==> src/ebt_defs.vh <==
// Purpose: constants for the eight-bit compare timer
// Assumes: apb slave, 32-bit data, word-aligned registers
// Notes:   offsets are byte addresses
//
// Overview of operation
// - clear select 01 clears on match A
// - output select 0110: A sets, B clears
// - pulses repeat with no software action
// - clear beats simultaneous counter write
// - counter write beats simultaneous increment
// - compare write suppresses that cycle's match
// - simultaneous matches: toggle, one, zero, none
// - count on falling edge of divided clock
// - stopping from high source gives increment
// - internal/external switch may add one increment
// - select pairs: keep, zero, one, invert
// - match fires in last cycle before advance
// - wrap flag set on ff to 00
// - clear select 11 clears on reset rise
`ifndef EBT_DEFS_VH
`define EBT_DEFS_VH
`define EBT_OFF_CTRL    12'h000
`define EBT_OFF_STAT    12'h004
`define EBT_OFF_COUNT   12'h008
`define EBT_OFF_CMPA    12'h00c
`define EBT_OFF_CMPB    12'h010
`define EBT_OFF_IMASK   12'h014
// control register fields
`define EBT_CKS_LSB     0
`define EBT_CKS_MSB     2
`define EBT_EDG_LSB     3
`define EBT_EDG_MSB     4
`define EBT_CLR_LSB     5
`define EBT_CLR_MSB     6
`define EBT_OS_LSB      8
`define EBT_OS_MSB      11
// status bits
`define EBT_ST_WRAP     0
`define EBT_ST_MA       1
`define EBT_ST_MB       2
`define EBT_CTRL_RST    12'h000
`define EBT_CNT_RST     8'h00
`define EBT_CMP_RST     8'hff
// clear select codes
`define EBT_CLR_NONE    2'b00
`define EBT_CLR_A       2'b01
`define EBT_CLR_B       2'b10
`define EBT_CLR_EXT     2'b11
// output select pair codes
`define EBT_OS_KEEP     2'b00
`define EBT_OS_ZERO     2'b01
`define EBT_OS_ONE      2'b10
`define EBT_OS_INV      2'b11
`endif

==> src/ebt_sync.v <==
// Purpose: two-flop synchroniser for pin inputs
// Assumes: input asynchronous to pclk
// Notes:   first flop read only by the second
`timescale 1ns/1ps
module ebt_sync
(
  input  wire pclk,
  input  wire presetn,
  input  wire din,
  output wire dout
);
  reg meta_q;
  reg sync_q;

  always @(posedge pclk or negedge presetn)
  begin
    if (!presetn)
    begin
      meta_q <= 1'b0;
      sync_q <= 1'b0;
    end
    else
    begin
      meta_q <= din;
      sync_q <= meta_q;
    end
  end

  assign dout = sync_q;
endmodule // ebt_sync

==> src/ebt_prescale.v <==
// Purpose: free-running divider giving the internal clock taps
// Assumes: one system clock
// Notes:   tap n is bit n of the divider, period 2^(n+1) cycles
`timescale 1ns/1ps
module ebt_prescale
#(
  parameter W = 12
)
(
  input  wire         pclk,
  input  wire         presetn,
  output wire [W-1:0] taps
);
  reg [W-1:0] div_q;

  always @(posedge pclk or negedge presetn)
  begin
    if (!presetn)
      div_q <= {W{1'b0}};
    else
      div_q <= div_q + {{(W-1){1'b0}}, 1'b1};
  end

  assign taps = div_q;
endmodule // ebt_prescale

==> src/ebt_timer.v <==
// Purpose: eight-bit up timer, two compare constants, one output pin
// Assumes: apb slave on pclk; external pins are asynchronous
// Notes:   clock select 0 stops the count; 1..5 internal taps; 6,7 external
//
// Added by the designer: the APB slave port and the register addresses.
`timescale 1ns/1ps
`include "ebt_defs.vh"
module ebt_timer
(
  input  wire        pclk,
  input  wire        presetn,
  input  wire        psel,
  input  wire        penable,
  input  wire        pwrite,
  input  wire [11:0] paddr,
  input  wire [31:0] pwdata,
  output reg  [31:0] prdata,
  output wire        pready,
  output wire        pslverr,
  input  wire        external_count_input,
  input  wire        ext_reset_in,
  output wire        timer_output_pin,
  output wire        irq
);
  wire        wr_en;
  wire [11:0] taps;
  wire        ext_clk_s;
  wire        ext_rst_s;
  reg  [11:0] timer_control_q;
  reg  [7:0]  count_value_q;
  reg  [7:0]  compare_const_a_q;
  reg  [7:0]  compare_const_b_q;
  reg  [2:0]  timer_ctl_status_q;
  reg  [2:0]  irq_mask_q;
  reg         out_q;
  reg         src_lvl_q;
  reg         ext_prev_q;
  reg         rst_prev_q;
  reg  [2:0]  sel_prev_q;
  reg         src_lvl_d;
  reg         ext_edge;
  wire [2:0]  clock_select_field;
  wire [1:0]  ext_edge_sel;
  wire [1:0]  clr_sel;
  wire [3:0]  output_select_bits;
  wire        inc_pulse;
  wire        sel_chg;
  wire        wr_ctrl;
  wire        wr_count;
  wire        wr_cmpa;
  wire        wr_cmpb;
  wire        match_a;
  wire        match_b;
  wire        clear_ev;
  wire        wrap_ev;
  wire [2:0]  events;

  ebt_prescale #(.W(12)) u_pre
  (
    .pclk    (pclk),
    .presetn (presetn),
    .taps    (taps)
  );

  ebt_sync u_sync_clk
  (
    .pclk    (pclk),
    .presetn (presetn),
    .din     (external_count_input),
    .dout    (ext_clk_s)
  );

  ebt_sync u_sync_rst
  (
    .pclk    (pclk),
    .presetn (presetn),
    .din     (ext_reset_in),
    .dout    (ext_rst_s)
  );

  assign wr_en   = psel & penable & pwrite;
  assign pready  = 1'b1;
  assign pslverr = 1'b0;

  assign clock_select_field = timer_control_q[`EBT_CKS_MSB:`EBT_CKS_LSB];
  assign ext_edge_sel       = timer_control_q[`EBT_EDG_MSB:`EBT_EDG_LSB];
  assign clr_sel            = timer_control_q[`EBT_CLR_MSB:`EBT_CLR_LSB];
  assign output_select_bits = timer_control_q[`EBT_OS_MSB:`EBT_OS_LSB];

  // level of a clock select setting; stopped reads low
  function src_level;
    input [2:0]  sel;
    input [11:0] tp;
    input        ext;
    begin
      case (sel)
        3'd1:    src_level = tp[0];
        3'd2:    src_level = tp[2];
        3'd3:    src_level = tp[4];
        3'd4:    src_level = tp[6];
        3'd5:    src_level = tp[11];
        3'd6:    src_level = ext;
        3'd7:    src_level = ext;
        default: src_level = 1'b0;
      endcase
    end
  endfunction

  // output action of one select pair on a match
  function apply_os;
    input [1:0] os;
    input       cur;
    begin
      case (os)
        `EBT_OS_ZERO: apply_os = 1'b0;
        `EBT_OS_ONE:  apply_os = 1'b1;
        `EBT_OS_INV:  apply_os = ~cur;
        default:      apply_os = cur;
      endcase
    end
  endfunction

  // rank of an output action: toggle > one > zero > keep
  function [1:0] os_rank;
    input [1:0] os;
    begin
      case (os)
        `EBT_OS_INV:  os_rank = 2'd3;
        `EBT_OS_ONE:  os_rank = 2'd2;
        `EBT_OS_ZERO: os_rank = 2'd1;
        default:      os_rank = 2'd0;
      endcase
    end
  endfunction

  assign wr_ctrl  = wr_en && (paddr == `EBT_OFF_CTRL);
  assign wr_count = wr_en && (paddr == `EBT_OFF_COUNT);
  assign wr_cmpa  = wr_en && (paddr == `EBT_OFF_CMPA);
  assign wr_cmpb  = wr_en && (paddr == `EBT_OFF_CMPB);

  // source level seen from the current select field; a rewrite of the field
  // is compared against the old source level, so a high-to-low swap between
  // sources (or to stopped) reads as a falling edge
  always @*
  begin
    src_lvl_d = src_level(clock_select_field, taps, ext_clk_s);
    case (ext_edge_sel)
      2'b00:   ext_edge = ext_prev_q & ~ext_clk_s;
      2'b01:   ext_edge = ~ext_prev_q & ext_clk_s;
      default: ext_edge = ext_prev_q ^ ext_clk_s;
    endcase
  end

  // internal taps: falling edge of selected source, including switch edges;
  // the external pin counts its chosen edges, the level test only on a swap
  assign sel_chg   = (clock_select_field != sel_prev_q);
  assign inc_pulse = (clock_select_field[2:1] == 2'b11) ?
                     (ext_edge | (sel_chg & src_lvl_q & ~src_lvl_d)) :
                     (src_lvl_q & ~src_lvl_d);

  // match is flagged in the cycle that advances the counter off the value
  assign match_a = inc_pulse && (count_value_q == compare_const_a_q) && !wr_cmpa;
  assign match_b = inc_pulse && (count_value_q == compare_const_b_q) && !wr_cmpb;

  assign clear_ev = ((clr_sel == `EBT_CLR_A) && match_a) ||
                    ((clr_sel == `EBT_CLR_B) && match_b) ||
                    ((clr_sel == `EBT_CLR_EXT) && ext_rst_s && !rst_prev_q);

  assign wrap_ev = inc_pulse && !clear_ev && !wr_count &&
                   (count_value_q == 8'hff);

  assign events = {match_b, match_a, wrap_ev};

  always @(posedge pclk or negedge presetn)
  begin
    if (!presetn)
    begin
      src_lvl_q  <= 1'b0;
      ext_prev_q <= 1'b0;
      rst_prev_q <= 1'b0;
      sel_prev_q <= 3'b000;
    end
    else
    begin
      src_lvl_q  <= src_lvl_d;
      ext_prev_q <= ext_clk_s;
      rst_prev_q <= ext_rst_s;
      sel_prev_q <= clock_select_field;
    end
  end

  // counter: clear over write over increment
  always @(posedge pclk or negedge presetn)
  begin
    if (!presetn)
      count_value_q <= `EBT_CNT_RST;
    else if (clear_ev)
      count_value_q <= 8'h00;
    else if (wr_count)
      count_value_q <= pwdata[7:0];
    else if (inc_pulse)
      count_value_q <= count_value_q + 8'h01;
  end

  // output pin: higher ranked action wins on simultaneous matches
  always @(posedge pclk or negedge presetn)
  begin
    if (!presetn)
      out_q <= 1'b0;
    else if (match_a && match_b)
    begin
      if (os_rank(output_select_bits[1:0]) >= os_rank(output_select_bits[3:2]))
        out_q <= apply_os(output_select_bits[1:0], out_q);
      else
        out_q <= apply_os(output_select_bits[3:2], out_q);
    end
    else if (match_a)
      out_q <= apply_os(output_select_bits[1:0], out_q);
    else if (match_b)
      out_q <= apply_os(output_select_bits[3:2], out_q);
  end

  assign timer_output_pin = out_q;

  // registers; a status bit set by an event wins over a write-one clear
  always @(posedge pclk or negedge presetn)
  begin
    if (!presetn)
    begin
      timer_control_q    <= `EBT_CTRL_RST;
      compare_const_a_q  <= `EBT_CMP_RST;
      compare_const_b_q  <= `EBT_CMP_RST;
      timer_ctl_status_q <= 3'b000;
      irq_mask_q         <= 3'b000;
    end
    else
    begin
      if (wr_ctrl)
        timer_control_q <= pwdata[11:0];
      if (wr_cmpa)
        compare_const_a_q <= pwdata[7:0];
      if (wr_cmpb)
        compare_const_b_q <= pwdata[7:0];
      if (wr_en && (paddr == `EBT_OFF_IMASK))
        irq_mask_q <= pwdata[2:0];
      if (wr_en && (paddr == `EBT_OFF_STAT))
        timer_ctl_status_q <= (timer_ctl_status_q & ~pwdata[2:0]) | events;
      else
        timer_ctl_status_q <= timer_ctl_status_q | events;
    end
  end

  assign irq = |(timer_ctl_status_q & irq_mask_q);

  // read data registered from the setup phase, for the access phase
  always @(posedge pclk or negedge presetn)
  begin
    if (!presetn)
      prdata <= 32'h00000000;
    else if (psel && !penable && !pwrite)
    begin
      if (paddr == `EBT_OFF_CTRL)
        prdata <= {20'h00000, timer_control_q};
      else if (paddr == `EBT_OFF_STAT)
        prdata <= {29'h00000000, timer_ctl_status_q};
      else if (paddr == `EBT_OFF_COUNT)
        prdata <= {24'h000000, count_value_q};
      else if (paddr == `EBT_OFF_CMPA)
        prdata <= {24'h000000, compare_const_a_q};
      else if (paddr == `EBT_OFF_CMPB)
        prdata <= {24'h000000, compare_const_b_q};
      else if (paddr == `EBT_OFF_IMASK)
        prdata <= {29'h00000000, irq_mask_q};
      else
        prdata <= 32'h00000000;
    end
  end
endmodule // ebt_timer

==> config.mk <==
export PLATFORM = sky130hd
export DESIGN_NAME = ebt_timer
export DESIGN_NICKNAME = d
export VERILOG_FILES = /design/src/ebt_sync.v /design/src/ebt_prescale.v /design/src/ebt_timer.v
export VERILOG_INCLUDE_DIRS = /design/src
export SDC_FILE = /design/constraint.sdc
export NUM_CORES = 1
export LEC_CHECK = 0
export BUFFER_PORTS_ARGS = -buffer_cell sky130_fd_sc_hd__buf_4
export CAP_MARGIN = 20
export CORE_MARGIN = 4
export CORE_UTILIZATION = 50
export CTS_BUF_LIST = sky130_fd_sc_hd__clkbuf_8
export DETAILED_ROUTE_END_ITERATION = 12
export GPL_ROUTABILITY_DRIVEN = 0
export PLACE_DENSITY = 0.8
export SLEW_MARGIN = 20
export SYNTH_ARGS = -nofsm -noshare
export SYNTH_HDL_FRONTEND = slang
export SYNTH_HIERARCHICAL = 1
export SYNTH_SLANG_ARGS = --single-unit
==> constraint.sdc <==
create_clock -name pclk -period 3.75 [get_ports pclk]
set_input_delay 0.1875 -clock pclk [delete_from_list [all_inputs] [get_ports pclk]]
set_output_delay 0.1875 -clock pclk [all_outputs]
set_load 0.005 [all_outputs]
Word level (Yosys, flattened, before mapping). Index checks and enable logic that the tools add are counted.

Multiplexer cells: 23. Reduce and logical (&&, ||, !) cells: 35. Order comparisons: 1. Divide/modulo/power cells: 0. Add/sub/neg operators: 2. Eq/ne operators: 27. Bitwise logic cells: 18. Multiply operators: 0. Shift-type cells: 0.

Operators by type and width (number): $mux W8 (7); $eq A12 B4 Y1 const B (2); $eq A12 B5 Y1 const B (2); $logic_and A1 B1 Y1 (20); $eq A8 B8 Y1 (2); $eq A2 B2 Y1 const B (7); $add A12 B1 Y12 const B (1); $eq A12 B3 Y1 const B (1); $eq A3 B3 Y1 const B (4); $logic_not A12 Y1 (1); $mux W12 (1); $pmux W2 S3 (2); $add A8 B1 Y8 const B (1); $eq A2 B1 Y1 const B (4); $eq A8 B8 Y1 const B (1); $and A1 B1 Y1 (7); $logic_not A1 Y1 (7); $and A3 B3 Y3 (2); $eq A3 B2 Y1 const B (2); $mux W3 (2); $or A3 B3 Y3 (2); $pmux W1 S3 (2); $pmux W1 S6 (1); $reduce_bool A3 Y1 (2); 14 further kinds (23).

Bits in read-only memories: 0. Output and inout port bits: 36. Input bits: 51. Bits in registers: 97. RAM bits: 0. Memories: 0. Latch bits: 0. Word-level logic and storage cells: 123.

Logic depth before layout (Yosys ltp).
Depth in word-level cells: 18. Gate-level depth with buffers: 9. Gate-level depth less buffers: 8.

Cells and area by module. The synthesis kept the hierarchy.

By module, submodules not included: ebt_timer (area an instance 3652.3 µm², cells an instance 358, instances 1); ebt_prescale (area an instance 515.5 µm², cells an instance 41, instances 1); ebt_sync (area an instance 50.0 µm², cells an instance 2, instances 2).

Worst setup path after synthesis. No wires, ideal clock.

Kind: reg2reg. Start point: register u_sync_clk.sync_q (netlist: u_sync_clk/dout). End point: register count_value_q[0]. Arrival: 2.173 ns. Required time: 3.687 ns. Library setup time: 0.063 ns. Setup slack: 1.514 ns. Cell stages (with the launch flop): 10. Path through: dfrtp_1 -> inv_1 -> ha_1 -> mux2_2 -> o2111ai_1 -> o31a_1 -> a2111oi_0 -> or3_1 -> buf_4 -> o21ba_2.

Longest elaborated chain between the ends: 11.

RTL lines: start, declared (line ebt_sync.v:13) `reg sync_q;`; start signal, assigned (line ebt_sync.v:25) `sync_q <= meta_q;`; $pmux W1 S6 / $not A1 Y1 (equally long branches) (line ebt_timer.v:96, ebt_timer.v:148); $not A1 Y1 / $and A1 B1 Y1 (equally long branches) (line ebt_timer.v:158, ebt_timer.v:159, ebt_timer.v:148); $and A1 B1 Y1 / $pmux W1 S2 (equally long branches) (line ebt_timer.v:158, ebt_timer.v:147); $or A1 B1 Y1 (line ebt_timer.v:158) `(ext_edge | (sel_chg & src_lvl_q & ~src_lvl_d)) :`; $mux W1 (*) (line ebt_timer.v:157) `assign inc_pulse = (clock_select_field[2:1] == 2'b11) ?`; $logic_and A1 B1 Y1 (on tied branches) (2 in series) (line ebt_timer.v:162, ebt_timer.v:163); $logic_and A1 B1 Y1 (on tied branches) (line ebt_timer.v:165, ebt_timer.v:166); $logic_or A1 B1 Y1 (2 in series) (line ebt_timer.v:165) `` assign clear_ev = ((clr_sel == `EBT_CLR_A) && match_a) || ``; $reduce_bool A3 Y1 (no line) / $mux W8 (equally long branches); end signal, assigned (line ebt_timer.v:196) `` count_value_q <= `EBT_CNT_RST; ``; end signal, assigned (line ebt_timer.v:200) `count_value_q <= pwdata[7:0];`; end signal, assigned (line ebt_timer.v:202) `count_value_q <= count_value_q + 8'h01;`; end, declared (line ebt_timer.v:30) `reg [7:0] count_value_q;`.

Mark *: on every way between the ends. The rest lies on a longest branch, timed or not. A chain may end at the register's enable or synchronous reset.

Final worst setup path. Ends and elaborated chain as after synthesis.

==> impl_results.md <==
* Number of remaining DRC errors at 0
* Leakage at 2.24 nW
* First-pass GRT wire length at 15900 µm
* RSZ-0062 raised after global routing: false
* Final net count at ~500
* Max cap viols at 0
* Peak supply drop at approximately 170 µV
* Int Pwr at 1.26 mW
* Per-cell routed wire length at around 17 µm
* Layout filler cell count at between 600 and 700
* Final setup violation count at 0
* Register area at 1950 µm²
* Reg power frac at 0.517
* Antenna violations before repair at 0
* Crit path launch type: flip-flop
* GR Util All Layers at 0.199
* Die span in x at 100 µm
* Antenna cells at 0
* Synth warnings at 6
* M3 GR Usage at 0.0410
* Syn Inst Count at about 400
* CTS resizes at 0
* Dominant cell type by area after synthesis: dfrtp_1
* Synthesized area at 4270 µm²
* Post-Syn Area per Cell at 10.6 µm²
* Core area at between 8000 and 9000 µm²
* Final slew viol count at 0
* Clk sinks at just under 80
* Vias at 3177
* DP Area at 4540 µm²
* Top-count cell post-synth: dfrtp_1
* Clock share of power at 0.420
* Number of synthesized flops with an enable pin at 0
* WS Path Type: reg2reg
* FMAX at 0.386 GHz
* Row cnt at 33
* Total CTS buffers at 9
* Yosys reg bits at 77
* Die Ht at 100 µm
* Detailed Route WL at 9420 µm
* DR iter-0 viols at 213
* Violated checks: negative hold slack
* Share of the synthesized area in the top cell type at 0.358
* CP Capture Type: flip-flop
* Gr busiest metal: met2
* Total Power at 1.64 mW
* Total gr overflow at 0
* Register area share after synthesis at 0.456
* Crit. Startpoint: u_sync_clk/dout
* Met2 usage at 0.330
* Clk slew on worst S/H paths at 0.09 ns
* CTS tree: yes
* Vias in the first global route at roughly 3200
* Switching power at 385 µW
* Critical Path RT at 4.06 ns
* Min Tclk post-route at 2.59 ns
* PwrDens at about 340 nW/µm²
* Final Hold Viols at 28
* Synth area leaders: dfrtp_1, dfstp_2, mux2_2
* Synth top cells by count: dfrtp_1, nand2_1, buf_4, xor2_1, mux2_2
* Critical Path AT at between 2 and 3 ns
* Start of the worst register-to-register path: u_sync_clk/dout
* Root Buffer: clkbuf_8
* Pre-CTS WS at 0.929 ns
* Final Cell Area at 4780 µm²
* Rel. slew slack at 0.368
* CTS H-Tree Depth at 3
* Switch share at 0.234
* Met1 Use GR at 0.257
* Sum Neg Setup Slack at 0 ns
* Largest net degree at the start of global routing at 78
* Post-route ant nets at 0
* CTS Buffer Depth at 2
* Final HPWL DP at 6710 µm
* Clock Skew at 0.0166 ns
* Worst-path fanout max at 9
* Tightest Pin Transition at 0.948 ns
* Share of layout cells above drive strength 1 at 0.264
* DRT Pass-1 Iters at 5
* Gate power share at 0.063
* Port Buf Inserts at 44
* Worst skew pair latency at between 0.3 and 0.4 ns
* Starting density of the core at 0.517
* Top FF cell, synth: dfrtp_1
* Fin worst setup slack at 1.16 ns
* Worst min-delay path category: in2async
* Proportion of synthesized flip-flops having asynchronous set or reset at 1.00
* I/O pin cnt at 87
* Die area at 10100 µm²
* Vias per cell at 5.79
* Crit share post-route at 0.690
* Status: complete, but fails checks
* Hold_ws at -0.0606 ns
* Area of the multi-input gates at 2050 µm²
* Netlist cell types at 65
* P&R area growth vs syn at 11.9%
## logic make-up after synthesis
kind of cell    share of synthesized area
xor+xnor                           0.0595
simple gates                        0.153
mux                                 0.113
compound gates                      0.117
flops                               0.456
buf+inv                            0.0821
fa+ha+maj                          0.0176
other cells                       0.00176
## worst paths after layout
| path | to | slack (ns) | depth (start not counted) |
|---|---|---|---|
| setup / recovery | count_value_q[0] | 1.16 | 8 |
| hold / removal | timer_control_q[7] | -0.06 | 1 |
| setup reg to reg | count_value_q[0] | 1.16 | 8 |
| hold reg to reg | u_sync_rst/dout | 0.35 | 0 |
| max in group asynchronous | prdata[0] | 3.16 | 1 |
| min in group pclk | timer_control_q[11] | 0.03 | 2 |
## power groups by stage
stage / combinational [mW] / clock [mW] / sequential [mW]
2_1_floorplan: 0.0538 / 0 / 0.864
3_3_place_gp: 0.100 / 0 / 0.864
3_5_place_dp: 0.103 / 0 / 0.865
4_1_cts: 0.105 / 0.702 / 0.850
5_1_grt: 0.117 / 0.737 / 0.851
6_report: 0.104 / 0.691 / 0.849
## routing by layer
layer,vias up,share of wire
met5,-,0
met4,0,0.025
met3,24,0.078
met2,158,0.48
met1,1533,0.41
li1,1462,-
## stage by stage
| stage | hold WS [ns] | utilization | cells |
|---|---|---|---|
| 2_1_floorplan | -0.108 | - | 423 |
| 3_3_place_gp | 0.297 | 0.550 | 531 |
| 3_5_place_dp | 0.299 | 0.550 | 531 |
| 4_1_cts | 0.00226 | 0.578 | 549 |
| 5_1_grt | 0.0316 | 0.578 | 549 |
| 6_report | -0.0606 | 0.578 | 549 |
## area by class of cell
class	count	area share
Clock buffer	9	0.0259
Timing Repair Buffer	48	0.0765
Clock inverter	7	0.0194
Sequential cell	77	0.408
Inverter	19	0.0149
Tap cell	105	0.0275
Multi-Input combinational cell	284	0.428
## flip-flops by register name, indices dropped and copies added, names as in the netlist, 3 cells and up
register and cells:
u_pre/taps 12, timer_ctl_status_q 3, irq_mask_q 3, compare_const_b_q 8, compare_const_a_q 8, sel_prev_q 3
timer_control_q 12, prdata 12, count_value_q 8
## timing repair
action	4_1_cts	5_1_grt
hold endpoints to repair	2	0
hold buffers	2	0
setup buffers	0	0
## worst max-delay path: stages, from the launching register on
cell and delay, ns:
dfrtp_1 0.44, inv_1 0.10, ha_1 0.20, mux2_2 0.25, o2111ai_1 0.28, o31a_1 0.32
a2111oi_0 0.13, or3_1 0.52, o21ba_2 0.29
## layout by cell type (no fill, tap or decap), drive strengths merged, types with 3 or more instances in the layout
cell and n:
nor3b 7, and3 5, a31oi 3, o31ai 6
o21ai 12, inv 20, mux2i 10, clkbuf 9
xor2 23, dfrtp 61, buf 46, dfstp 16
mux2 31, o221ai 4, a211oi 4, ha 6
o21a 4, nand3 9, a21oi 18, a22oi 6
nor3 7, nor2 20, nand4 7, nand2 34
conb 22, nor4 8, xnor2 6
No activity file was read; power rests on OpenSTA's default activity.
